**config.mk**
```make
export PLATFORM = sky130hd
export DESIGN_NAME = crm_rate_mode
export DESIGN_NICKNAME = d
export VERILOG_FILES = /design/src/logic/crm_pkg.sv /design/src/logic/crm_rate_mode.sv
export SDC_FILE = /design/constraint.sdc
export NUM_CORES = 1
export LEC_CHECK = 0
export ABC_AREA = 0
export BUFFER_PORTS_ARGS = -buffer_cell sky130_fd_sc_hd__buf_2
export CAP_MARGIN = 20
export CELL_PAD_IN_SITES_DETAIL_PLACEMENT = 1
export CELL_PAD_IN_SITES_GLOBAL_PLACEMENT = 1
export CORE_ASPECT_RATIO = 0.5
export CORE_MARGIN = 2
export CORE_UTILIZATION = 44
export CTS_CLUSTER_SIZE = 16
export DETAILED_ROUTE_END_ITERATION = 8
export PLACE_DENSITY = 0.81
export RECOVER_POWER = 50
export SLEW_MARGIN = 20
export SYNTH_ARGS = -nofsm -noshare
export SYNTH_HDL_FRONTEND = slang
export SYNTH_SLANG_ARGS = --single-unit
```
**constraint.sdc**
```tcl
create_clock -name clk_sys -period 5.4 [get_ports clk_sys]
set_input_delay 0.27 -clock clk_sys [delete_from_list [all_inputs] [get_ports clk_sys]]
set_output_delay 0.27 -clock clk_sys [all_outputs]
set_load 0.01 [all_outputs]
```
**src/logic/crm_pkg.sv**
```systemverilog
// constants, types and helpers for the rate mode and lock qualification block
// How it works
// - rate-standard register takes a fixed code per standard, 0x06 through 0xD6
// - a programmed standard restricts the coarse tuning and divider search
// - upper nibble zero: divide-by-8 for 1.25G, divide-by-1 for 10.3125G
// - upper nibble code maps to a divider set for each frequency group
// - no automatic switch between the two Fibre Channel oscillator plans
// - single-frequency standards walk divider ratios with no register change
// - lock only when measured count is within tolerance of expected count
// - group 0 count at group0_expected_count_low/group0_expected_count_high, group 1 at group1_expected_count_low/group1_expected_count_high, tolerance count_tolerance
// - count low byte in even register, high 7 bits plus manual flag odd
// - tolerance register holds two 4-bit tolerances, one per nibble
// - reference mode 2'b11 uses reference and derives cap codes itself
// - reference mode allows divider switching across both groups
// - setting then clearing bits 3:2 of cdr_reset_control resets and restarts the loop
// - after configuration the channel locks to a signal at an allowed rate
// - frequency-range mode uses a fixed divider, 1 unless forced
// - rate bit 1 resets to 1, disabling false-lock detection; 0 enables
// - reference mode field resets to 2'b11
`default_nettype none
package crm_pkg;
    // ------------------------------------------------------------
    // register offsets
    // ------------------------------------------------------------
    localparam logic [7:0] OFS_STATUS = 8'h02;
    localparam logic [7:0] OFS_CRST = 8'h0a;
    localparam logic [7:0] OFS_RATE = 8'h2f;
    localparam logic [7:0] OFS_REFM = 8'h36;
    localparam logic [7:0] OFS_G0L = 8'h60;
    localparam logic [7:0] OFS_G0H = 8'h61;
    localparam logic [7:0] OFS_G1L = 8'h62;
    localparam logic [7:0] OFS_G1H = 8'h63;
    localparam logic [7:0] OFS_TOL = 8'h64;
    localparam logic [7:0] OFS_CHSEL = 8'hff;
    // ------------------------------------------------------------
    // reset values and fields
    // ------------------------------------------------------------
    localparam logic [7:0] RATE_RST = 8'h02;
    localparam logic [7:0] REFM_RST = 8'h30;
    localparam logic [7:0] ZERO8 = 8'h00;
    localparam int FLOCK_BIT = 1;
    localparam int MAN_BIT = 7;
    localparam logic [1:0] REFM_AUTO = 2'b11;
    localparam logic [1:0] CRST_ON = 2'b11;
    // standard codes for the rate-standard register
    localparam logic [7:0] STD_ETH = 8'h06;
    localparam logic [7:0] STD_FC = 8'h16;
    localparam logic [7:0] STD_IB = 8'h26;
    localparam logic [7:0] STD_SONET = 8'h56;
    localparam logic [7:0] STD_PROP_A = 8'h76;
    localparam logic [7:0] STD_PROP_B = 8'h86;
    localparam logic [7:0] STD_ILKN = 8'hc6;
    localparam logic [7:0] STD_SFF = 8'hd6;
    // divider masks, bit i stands for ratio 2**i
    localparam logic [3:0] DV1 = 4'h1;
    localparam logic [3:0] DV2 = 4'h2;
    localparam logic [3:0] DV4 = 4'h4;
    localparam logic [3:0] DV8 = 4'h8;
    localparam logic [3:0] DVNONE = 4'h0;

    typedef enum logic [1:0] {ST_HOLD, ST_SEARCH, ST_LOCKED} crm_state_e;

    typedef struct packed {
        logic lock;
        logic group;
        logic [3:0] div;
        logic auto_cap;
        logic [6:0] cap_code;
    } crm_stat_s;

    // divider set of one group for an upper-nibble code
    function automatic logic [3:0] crm_div_mask(input logic [3:0] nib,
                                                input logic grp);
        case (nib)
            STD_ETH[7:4]: crm_div_mask = grp ? DV1 : DV8;
            STD_FC[7:4]: crm_div_mask = grp ? DV1 : (DV1|DV2|DV4);
            STD_IB[7:4]: crm_div_mask = DV1 | DV2 | DV4;
            4'h4: crm_div_mask = DV2 | DV4;
            STD_SONET[7:4]: crm_div_mask = DV1 | DV4;
            4'h6: crm_div_mask = DV1 | DV2 | DV4 | DV8;
            4'ha: crm_div_mask = DV2;
            STD_PROP_A[7:4], STD_PROP_B[7:4], STD_ILKN[7:4],
            STD_SFF[7:4]: crm_div_mask = DV1;
            default: crm_div_mask = DVNONE;
        endcase
    endfunction : crm_div_mask

    // candidate k = {group, divider index} is permitted
    function automatic logic crm_ok(input logic [2:0] k,
                                    input logic [3:0] m0,
                                    input logic [3:0] m1,
                                    input logic two);
        crm_ok = k[2] ? (two && m1[k[1:0]]) : m0[k[1:0]];
    endfunction : crm_ok

    // next permitted candidate after cur, wrapping; cur if none other
    function automatic logic [2:0] crm_next(input logic [2:0] cur,
                                            input logic [3:0] m0,
                                            input logic [3:0] m1,
                                            input logic two);
        logic [2:0] k;
        logic found;
        crm_next = cur;
        found = 1'b0;
        for (int i = 1; i <= 8; i++) begin
            k = cur + 3'(i);
            if (!found && crm_ok(k, m0, m1, two)) begin
                crm_next = k;
                found = 1'b1;
            end
        end
    endfunction : crm_next

    // measured count within tolerance of expected count
    function automatic logic crm_within(input logic [14:0] meas,
                                        input logic [14:0] expc,
                                        input logic [3:0] tol);
        logic [14:0] d;
        d = (meas > expc) ? (meas - expc) : (expc - meas);
        crm_within = d <= {11'h000, tol};
    endfunction : crm_within
endpackage : crm_pkg
`default_nettype wire

```
**src/logic/crm_rate_mode.sv**
```systemverilog
// per-channel rate selection, divider search and frequency lock qualification
`default_nettype none
module crm_rate_mode
    import crm_pkg::*;
#(
    parameter int NUM_CH = 4,
    parameter logic [14:0] DEF_COUNT = 15'h3200
) (
    input wire logic clk_sys,
    input wire logic reset,
    // register port
    input wire logic reg_wr,
    input wire logic [7:0] reg_addr,
    input wire logic [7:0] reg_wdata,
    output logic [7:0] reg_rdata,
    // per-channel analog side
    input wire logic [NUM_CH-1:0] sig_detect,
    input wire logic [NUM_CH-1:0] meas_valid,
    input wire logic [NUM_CH-1:0][14:0] meas_count,
    output var crm_stat_s [NUM_CH-1:0] ch_status
);
    localparam int CHW = $clog2(NUM_CH);

    // ------------------------------------------------------------
    // parameter check
    // ------------------------------------------------------------
    if (NUM_CH < 2 || NUM_CH > 8) begin : g_bad
        $error("crm_rate_mode: NUM_CH must lie in 2..8");
    end

    // ------------------------------------------------------------
    // per-channel register copies
    // ------------------------------------------------------------
    logic [7:0] chsel_r;
    logic [7:0] crst_r [NUM_CH];
    logic [7:0] rate_r [NUM_CH];
    logic [7:0] refm_r [NUM_CH];
    logic [7:0] g0l_r [NUM_CH];
    logic [7:0] g0h_r [NUM_CH];
    logic [7:0] g1l_r [NUM_CH];
    logic [7:0] g1h_r [NUM_CH];
    logic [7:0] tol_r [NUM_CH];
    logic [7:0] rdata_r;

    wire logic [CHW-1:0] sel_w = chsel_r[CHW-1:0];
    wire logic sel_ok_w = chsel_r < 8'(NUM_CH);

    always_ff @(posedge clk_sys) begin
        if (reset) begin
            chsel_r <= ZERO8;
        end else if (reg_wr && reg_addr == OFS_CHSEL) begin
            chsel_r <= reg_wdata;
        end
    end

    always_ff @(posedge clk_sys) begin
        for (int c = 0; c < NUM_CH; c++) begin
            if (reset) begin
                crst_r[c] <= ZERO8;
                rate_r[c] <= RATE_RST;
                refm_r[c] <= REFM_RST;
                g0l_r[c] <= ZERO8;
                g0h_r[c] <= ZERO8;
                g1l_r[c] <= ZERO8;
                g1h_r[c] <= ZERO8;
                tol_r[c] <= ZERO8;
            end else if (reg_wr && sel_ok_w && sel_w == CHW'(c)) begin
                if (reg_addr == OFS_CRST) crst_r[c] <= reg_wdata;
                if (reg_addr == OFS_RATE) rate_r[c] <= reg_wdata;
                if (reg_addr == OFS_REFM) refm_r[c] <= reg_wdata;
                if (reg_addr == OFS_G0L) g0l_r[c] <= reg_wdata;
                if (reg_addr == OFS_G0H) g0h_r[c] <= reg_wdata;
                if (reg_addr == OFS_G1L) g1l_r[c] <= reg_wdata;
                if (reg_addr == OFS_G1H) g1h_r[c] <= reg_wdata;
                if (reg_addr == OFS_TOL) tol_r[c] <= reg_wdata;
            end
        end
    end

    // ------------------------------------------------------------
    // read path, registered; other offsets and absent channels read 0
    // ------------------------------------------------------------
    wire logic [7:0] stat_rd_w = {ch_status[sel_w].lock,
                                  ch_status[sel_w].group,
                                  ch_status[sel_w].auto_cap, 1'b0,
                                  ch_status[sel_w].div};
    wire logic [7:0] rd_w =
        (reg_addr == OFS_CHSEL) ? chsel_r :
        !sel_ok_w ? ZERO8 :
        (reg_addr == OFS_STATUS) ? stat_rd_w :
        (reg_addr == OFS_CRST) ? crst_r[sel_w] :
        (reg_addr == OFS_RATE) ? rate_r[sel_w] :
        (reg_addr == OFS_REFM) ? refm_r[sel_w] :
        (reg_addr == OFS_G0L) ? g0l_r[sel_w] :
        (reg_addr == OFS_G0H) ? g0h_r[sel_w] :
        (reg_addr == OFS_G1L) ? g1l_r[sel_w] :
        (reg_addr == OFS_G1H) ? g1h_r[sel_w] :
        (reg_addr == OFS_TOL) ? tol_r[sel_w] : ZERO8;

    always_ff @(posedge clk_sys) begin
        if (reset) rdata_r <= ZERO8;
        else rdata_r <= rd_w;
    end
    assign reg_rdata = rdata_r;

    // ------------------------------------------------------------
    // signal detect synchroniser, the pin is asynchronous
    // ------------------------------------------------------------
    logic [NUM_CH-1:0] sd_meta_r;
    logic [NUM_CH-1:0] sd_sync_r;
    always_ff @(posedge clk_sys) begin
        if (reset) begin
            sd_meta_r <= '0;
            sd_sync_r <= '0;
        end else begin
            sd_meta_r <= sig_detect;
            sd_sync_r <= sd_meta_r;
        end
    end

    // ------------------------------------------------------------
    // per-channel decode of mode, divider sets and counts
    // ------------------------------------------------------------
    logic [3:0] m0_w [NUM_CH];
    logic [3:0] m1_w [NUM_CH];
    logic two_w [NUM_CH];
    logic auto_w [NUM_CH];
    logic frange_w [NUM_CH];
    logic cdr_rst_w [NUM_CH];
    logic [14:0] exp_w [NUM_CH];
    logic [3:0] tolv_w [NUM_CH];
    logic hit_w [NUM_CH];
    logic [2:0] first_w [NUM_CH];
    logic [2:0] next_w [NUM_CH];

    crm_state_e st_r [NUM_CH];
    logic [2:0] cand_r [NUM_CH];
    logic match1_r [NUM_CH];

    for (genvar c = 0; c < NUM_CH; c++) begin : g_dec
        wire logic [3:0] nib = rate_r[c][7:4];
        wire logic [3:0] raw0 = crm_div_mask(nib, 1'b0);
        wire logic [3:0] raw1 = crm_div_mask(nib, 1'b1);
        // unmapped codes run frequency-range mode on a forced divider
        assign frange_w[c] = (raw0 == DVNONE);
        assign m0_w[c] = frange_w[c] ? (DV1 << refm_r[c][1:0])
                                     : raw0;
        assign m1_w[c] = frange_w[c] ? DVNONE : raw1;
        assign auto_w[c] = refm_r[c][5:4] == REFM_AUTO;
        // two-group search needs the reference; never across FC plans
        assign two_w[c] = auto_w[c] && !frange_w[c]
                          && nib != STD_FC[7:4];
        assign cdr_rst_w[c] = crst_r[c][3:2] == CRST_ON;
        // manual flag clear falls back to the default count
        assign exp_w[c] = cand_r[c][2] ?
            (g1h_r[c][MAN_BIT] ? {g1h_r[c][6:0], g1l_r[c]} : DEF_COUNT) :
            (g0h_r[c][MAN_BIT] ? {g0h_r[c][6:0], g0l_r[c]} : DEF_COUNT);
        assign tolv_w[c] = cand_r[c][2] ? tol_r[c][7:4] : tol_r[c][3:0];
        assign hit_w[c] = crm_within(meas_count[c], exp_w[c],
                                     tolv_w[c]);
        assign first_w[c] = crm_next(3'b111, m0_w[c], m1_w[c], two_w[c]);
        assign next_w[c] = crm_next(cand_r[c], m0_w[c], m1_w[c],
                                    two_w[c]);
    end

    // ------------------------------------------------------------
    // lock search state machine, one per channel
    // ------------------------------------------------------------
    always_ff @(posedge clk_sys) begin
        for (int c = 0; c < NUM_CH; c++) begin
            if (reset || cdr_rst_w[c]) begin
                st_r[c] <= ST_HOLD;
                cand_r[c] <= 3'b000;
                match1_r[c] <= 1'b0;
            end else begin
                case (st_r[c])
                    ST_HOLD: begin
                        st_r[c] <= ST_SEARCH;
                        cand_r[c] <= first_w[c];
                        match1_r[c] <= 1'b0;
                    end
                    ST_SEARCH: begin
                        if (!crm_ok(cand_r[c], m0_w[c], m1_w[c], two_w[c]))
                        begin
                            cand_r[c] <= first_w[c];
                        end else if (meas_valid[c] && sd_sync_r[c]) begin
                            if (!hit_w[c]) begin
                                cand_r[c] <= next_w[c];
                                match1_r[c] <= 1'b0;
                            end else if (rate_r[c][FLOCK_BIT]
                                         || match1_r[c]) begin
                                st_r[c] <= ST_LOCKED;
                            end else begin
                                match1_r[c] <= 1'b1;
                            end
                        end
                    end
                    ST_LOCKED: begin
                        // loss of signal or a bad count drops the lock
                        if (!sd_sync_r[c] || (meas_valid[c] && !hit_w[c])
                            || !crm_ok(cand_r[c], m0_w[c], m1_w[c],
                                       two_w[c])) begin
                            st_r[c] <= ST_SEARCH;
                            match1_r[c] <= 1'b0;
                        end
                    end
                    default: st_r[c] <= ST_HOLD;
                endcase
            end
        end
    end

    // ------------------------------------------------------------
    // status outputs, registered
    // ------------------------------------------------------------
    always_ff @(posedge clk_sys) begin
        for (int c = 0; c < NUM_CH; c++) begin
            if (reset) begin
                ch_status[c] <= '0;
            end else begin
                ch_status[c].lock <= st_r[c] == ST_LOCKED;
                ch_status[c].group <= cand_r[c][2];
                ch_status[c].div <= DV1 << cand_r[c][1:0];
                ch_status[c].auto_cap <= auto_w[c];
                // cap code tracks the expected count only with reference
                ch_status[c].cap_code <= auto_w[c] ? exp_w[c][14:8]
                                                   : 7'h00;
            end
        end
    end
endmodule : crm_rate_mode
`default_nettype wire

```
==> impl_results.md <==
- Worst-path maximum fanout: 71
- Clock latency at the later pin of the worst-skew pair: 0.57 ns
- Final Instance Area: 31,000 um2
- Final setup fails: 0
- Worst-margin pin slew: 3.91 ns
- Status: finished, violations left
- Number of global-route vias before repair: 25,000
- Max_cap viols: 3
- Synth async-reset ratio: 0%
- Synth Flop Type: edfxtp_1
- Largest area contributor in the netlist: edfxtp_1
- GP Congestion: 0.999
- Final WL: 105,000 um
- DR vias: 25,100
- Overflow left after global routing: 0
- Fmax: 187 MHz
- Hold WC Path Type: input pin to flop
- Initial antenna violation count: 14
- CTS max path bufs: 3
- Rows: 64
- Mapped Nets: 3,129
- Synth unique cells: 103
- First drt pass iteration count: 6
- Critical path launch point type: input pin
- Port buffer count: 150
- Number of flops mapped to enable cells by yosys: 280
- Yosys reg bits: 362
- Final hold vios: 0
- Antenna Nets Post-Route: 0
- WP data arrival: 5.66 ns
- Fin cells: 3,876
- Synthesized instance count: 2,880
- Initial DRC count: 3,105
- CTS root buf: clkbuf_16
- Io pins: 151
- Yosys warns: 0
- VDD IR max: 0.208 mV
- Die X: 357 um
- Placed cells: 3,779
- CP Capture Type: flop
- Drc violations: 0
- Mapped Area: 27,400 um2
- Worst path required time: 5.72 ns
- Tcrit/Tclk final: 99.0%
- Final setup margin: 0.0552 ns
- First-pass GRT wire length: 157,000 um
- Core region area: 61,300 um2
- Final net count: 3,266
- Final Skew: 0.0193 ns
- Clock Sinks: 362
- Die Span Y: 180 um
- # fillers: 6,971
- Pre-CTS setup slack: 0.0102 ns
- Max-slew violation count: 130
- Area growth, synth to finish: 13.2%
- CTS buffer count: 38
- Placed inst area: 29,100 um2
- Dpl hpwl: 78,700 um
- Cell with the most instances after synthesis: edfxtp_1
- Pwr/cell area: 315 nW/um2
- Vias per cell: 6.48
- WL/cell: 27.2 um
- Layout cell share with drive strength beyond 1: 15.2%
- Max_slew headroom: -161%
- Leak: 12.1 nW
- CTS clk-pin slew, worst paths: 0.06 ns
- Power consumption: 9.75 mW
- Synthesized area per cell: 9.51 um2
- Initial Util: 44.6%
- Post-route minimum period: 5.34 ns
- TritonCTS clock tree: yes
- Commonest cells in the synthesized netlist: 280 x edfxtp_1, 269 x and2_1, 226 x nor2_1
- Die area: 64,400 um2
- Setup CP Type: input pin to flop
- Top cells by area, synth: edfxtp_1 31%, ha_1 7.0%, and2_1 6.1%, dfxtp_1 6.0%, mux4_2 5.3%
- Largest net degree at the start of global routing: 72
- Sequential area share after synthesis: 36.7%
- Failing checks: capacitance limit, slew limit
- Synth top area share: 30.7%
- H-tree depth: 2
- GRT Resource Usage Total: 31.7%
==> what timing repair did <==
action | CTS | global route
hold buffers | 4 | 0
gates resized for setup | 1 | 96
pin swaps | 1 | 14
setup endpoints to repair | 6 | 43
gates cloned | 0 | 1
buffers inserted | 1 | 17
endpoints found under the hold margin | 4 | 0
==> cell usage in the layout, fill, tap and decap left out, drive strengths merged, types with 72 or more instances in the layout <==
cell      n
dfxtp    82
ha      154
nand2   141
mux2i    94
buf     188
edfxtp  280
nor3     72
o21ai   126
inv     189
a21oi   147
nor2    226
clkbuf  119
and2    270
==> stage by stage <==
stage,TNS (ns),hold WS (ns),util (%)
after detailed placement,0,0.449,47.5
after CTS,0,0.110,49.7
after floorplan,0,0.398,-
final,0,0.124,50.5
after global placement,0,0.429,47.5
after global routing,-0.353,0.123,50.5
==> cell type report <==
cell class | instances | area, um2 | share of cell area, %
Timing Repair Buffer | 260 | 1520 | 4.89
Clock buffer | 51 | 1080 | 3.49
Clock inverter | 19 | 225 | 0.727
Tap cell | 825 | 1030 | 3.33
Multi-Input combinational cell | 2165 | 16400 | 52.8
Inverter | 190 | 713 | 2.30
Antenna cell | 4 | 10.0 | 0.0323
Sequential cell | 362 | 10100 | 32.4
==> worst paths after layout <==
kind | from | to | slack (ns) | cells past startpoint
worst max-delay path | reset | crst_r[1][5] | 0.06 | 5
worst min-delay path | meas_valid[2] | st_r[2][0] | 0.12 | 3
worst max register to register | cand_r[3][2] | st_r[3][0] | 0.16 | 22
worst min register to register | sd_meta_r[2] | sd_sync_r[2] | 0.46 | 1
==> cell families (layout without fill, tap and decap cells) <==
family	count (synthesis)	in the layout	synth area share (%)
multiplexers	194	194	10.3
flip-flops	362	362	36.7
AND/OR/NAND/NOR	1016	1016	19.9
XOR/XNOR	55	55	1.76
buffers and inverters	353	520	5.10
AO/OA/AOI/OAI	738	738	18.7
adder cells (fa/ha/maj)	162	162	7.62
other	0	4	0
==> power by group <==
group / total (mW) / switching, mW / leakage [nW] / internal [mW]
clock: 2.84 / 1.25 / 0.639 / 1.58
sequential: 3.43 / 0.268 / 3.58 / 3.16
combinational: 3.48 / 2.10 / 7.87 / 1.37
total: 9.75 / 3.62 / 12.1 / 6.12
==> flip-flops by register name, summed over array words and instances, names as in the netlist, named ones only <==
register,cells
cand_r,12
crst_r,32
chsel_r,8
sd_meta_r,4
tol_r,32
ch_status,56
refm_r,32
sd_sync_r,4
g1l_r,32
reg_rdata,8
match1_r,4
g0h_r,32
rate_r,32
g1h_r,32
g0l_r,32
st_r,8
==> layer usage <==
metal  vias to the layer above  global-route usage [%]  wire (um)
met5                         -                       0         84
met2                      1349                    50.4      47600
li1                      10900                       -          -
met4                         8                    9.63       3400
met3                       258                    8.28      12100
met1                     12600                    42.3      42200
==> critical path: stages <==
cell and delay (ns):
clkbuf_1 2.69, clkbuf_1 1.15, or2_0 0.85, nor2_1 0.34, and2_1 0.28
No activity file was read; power rests on OpenSTA's default activity.
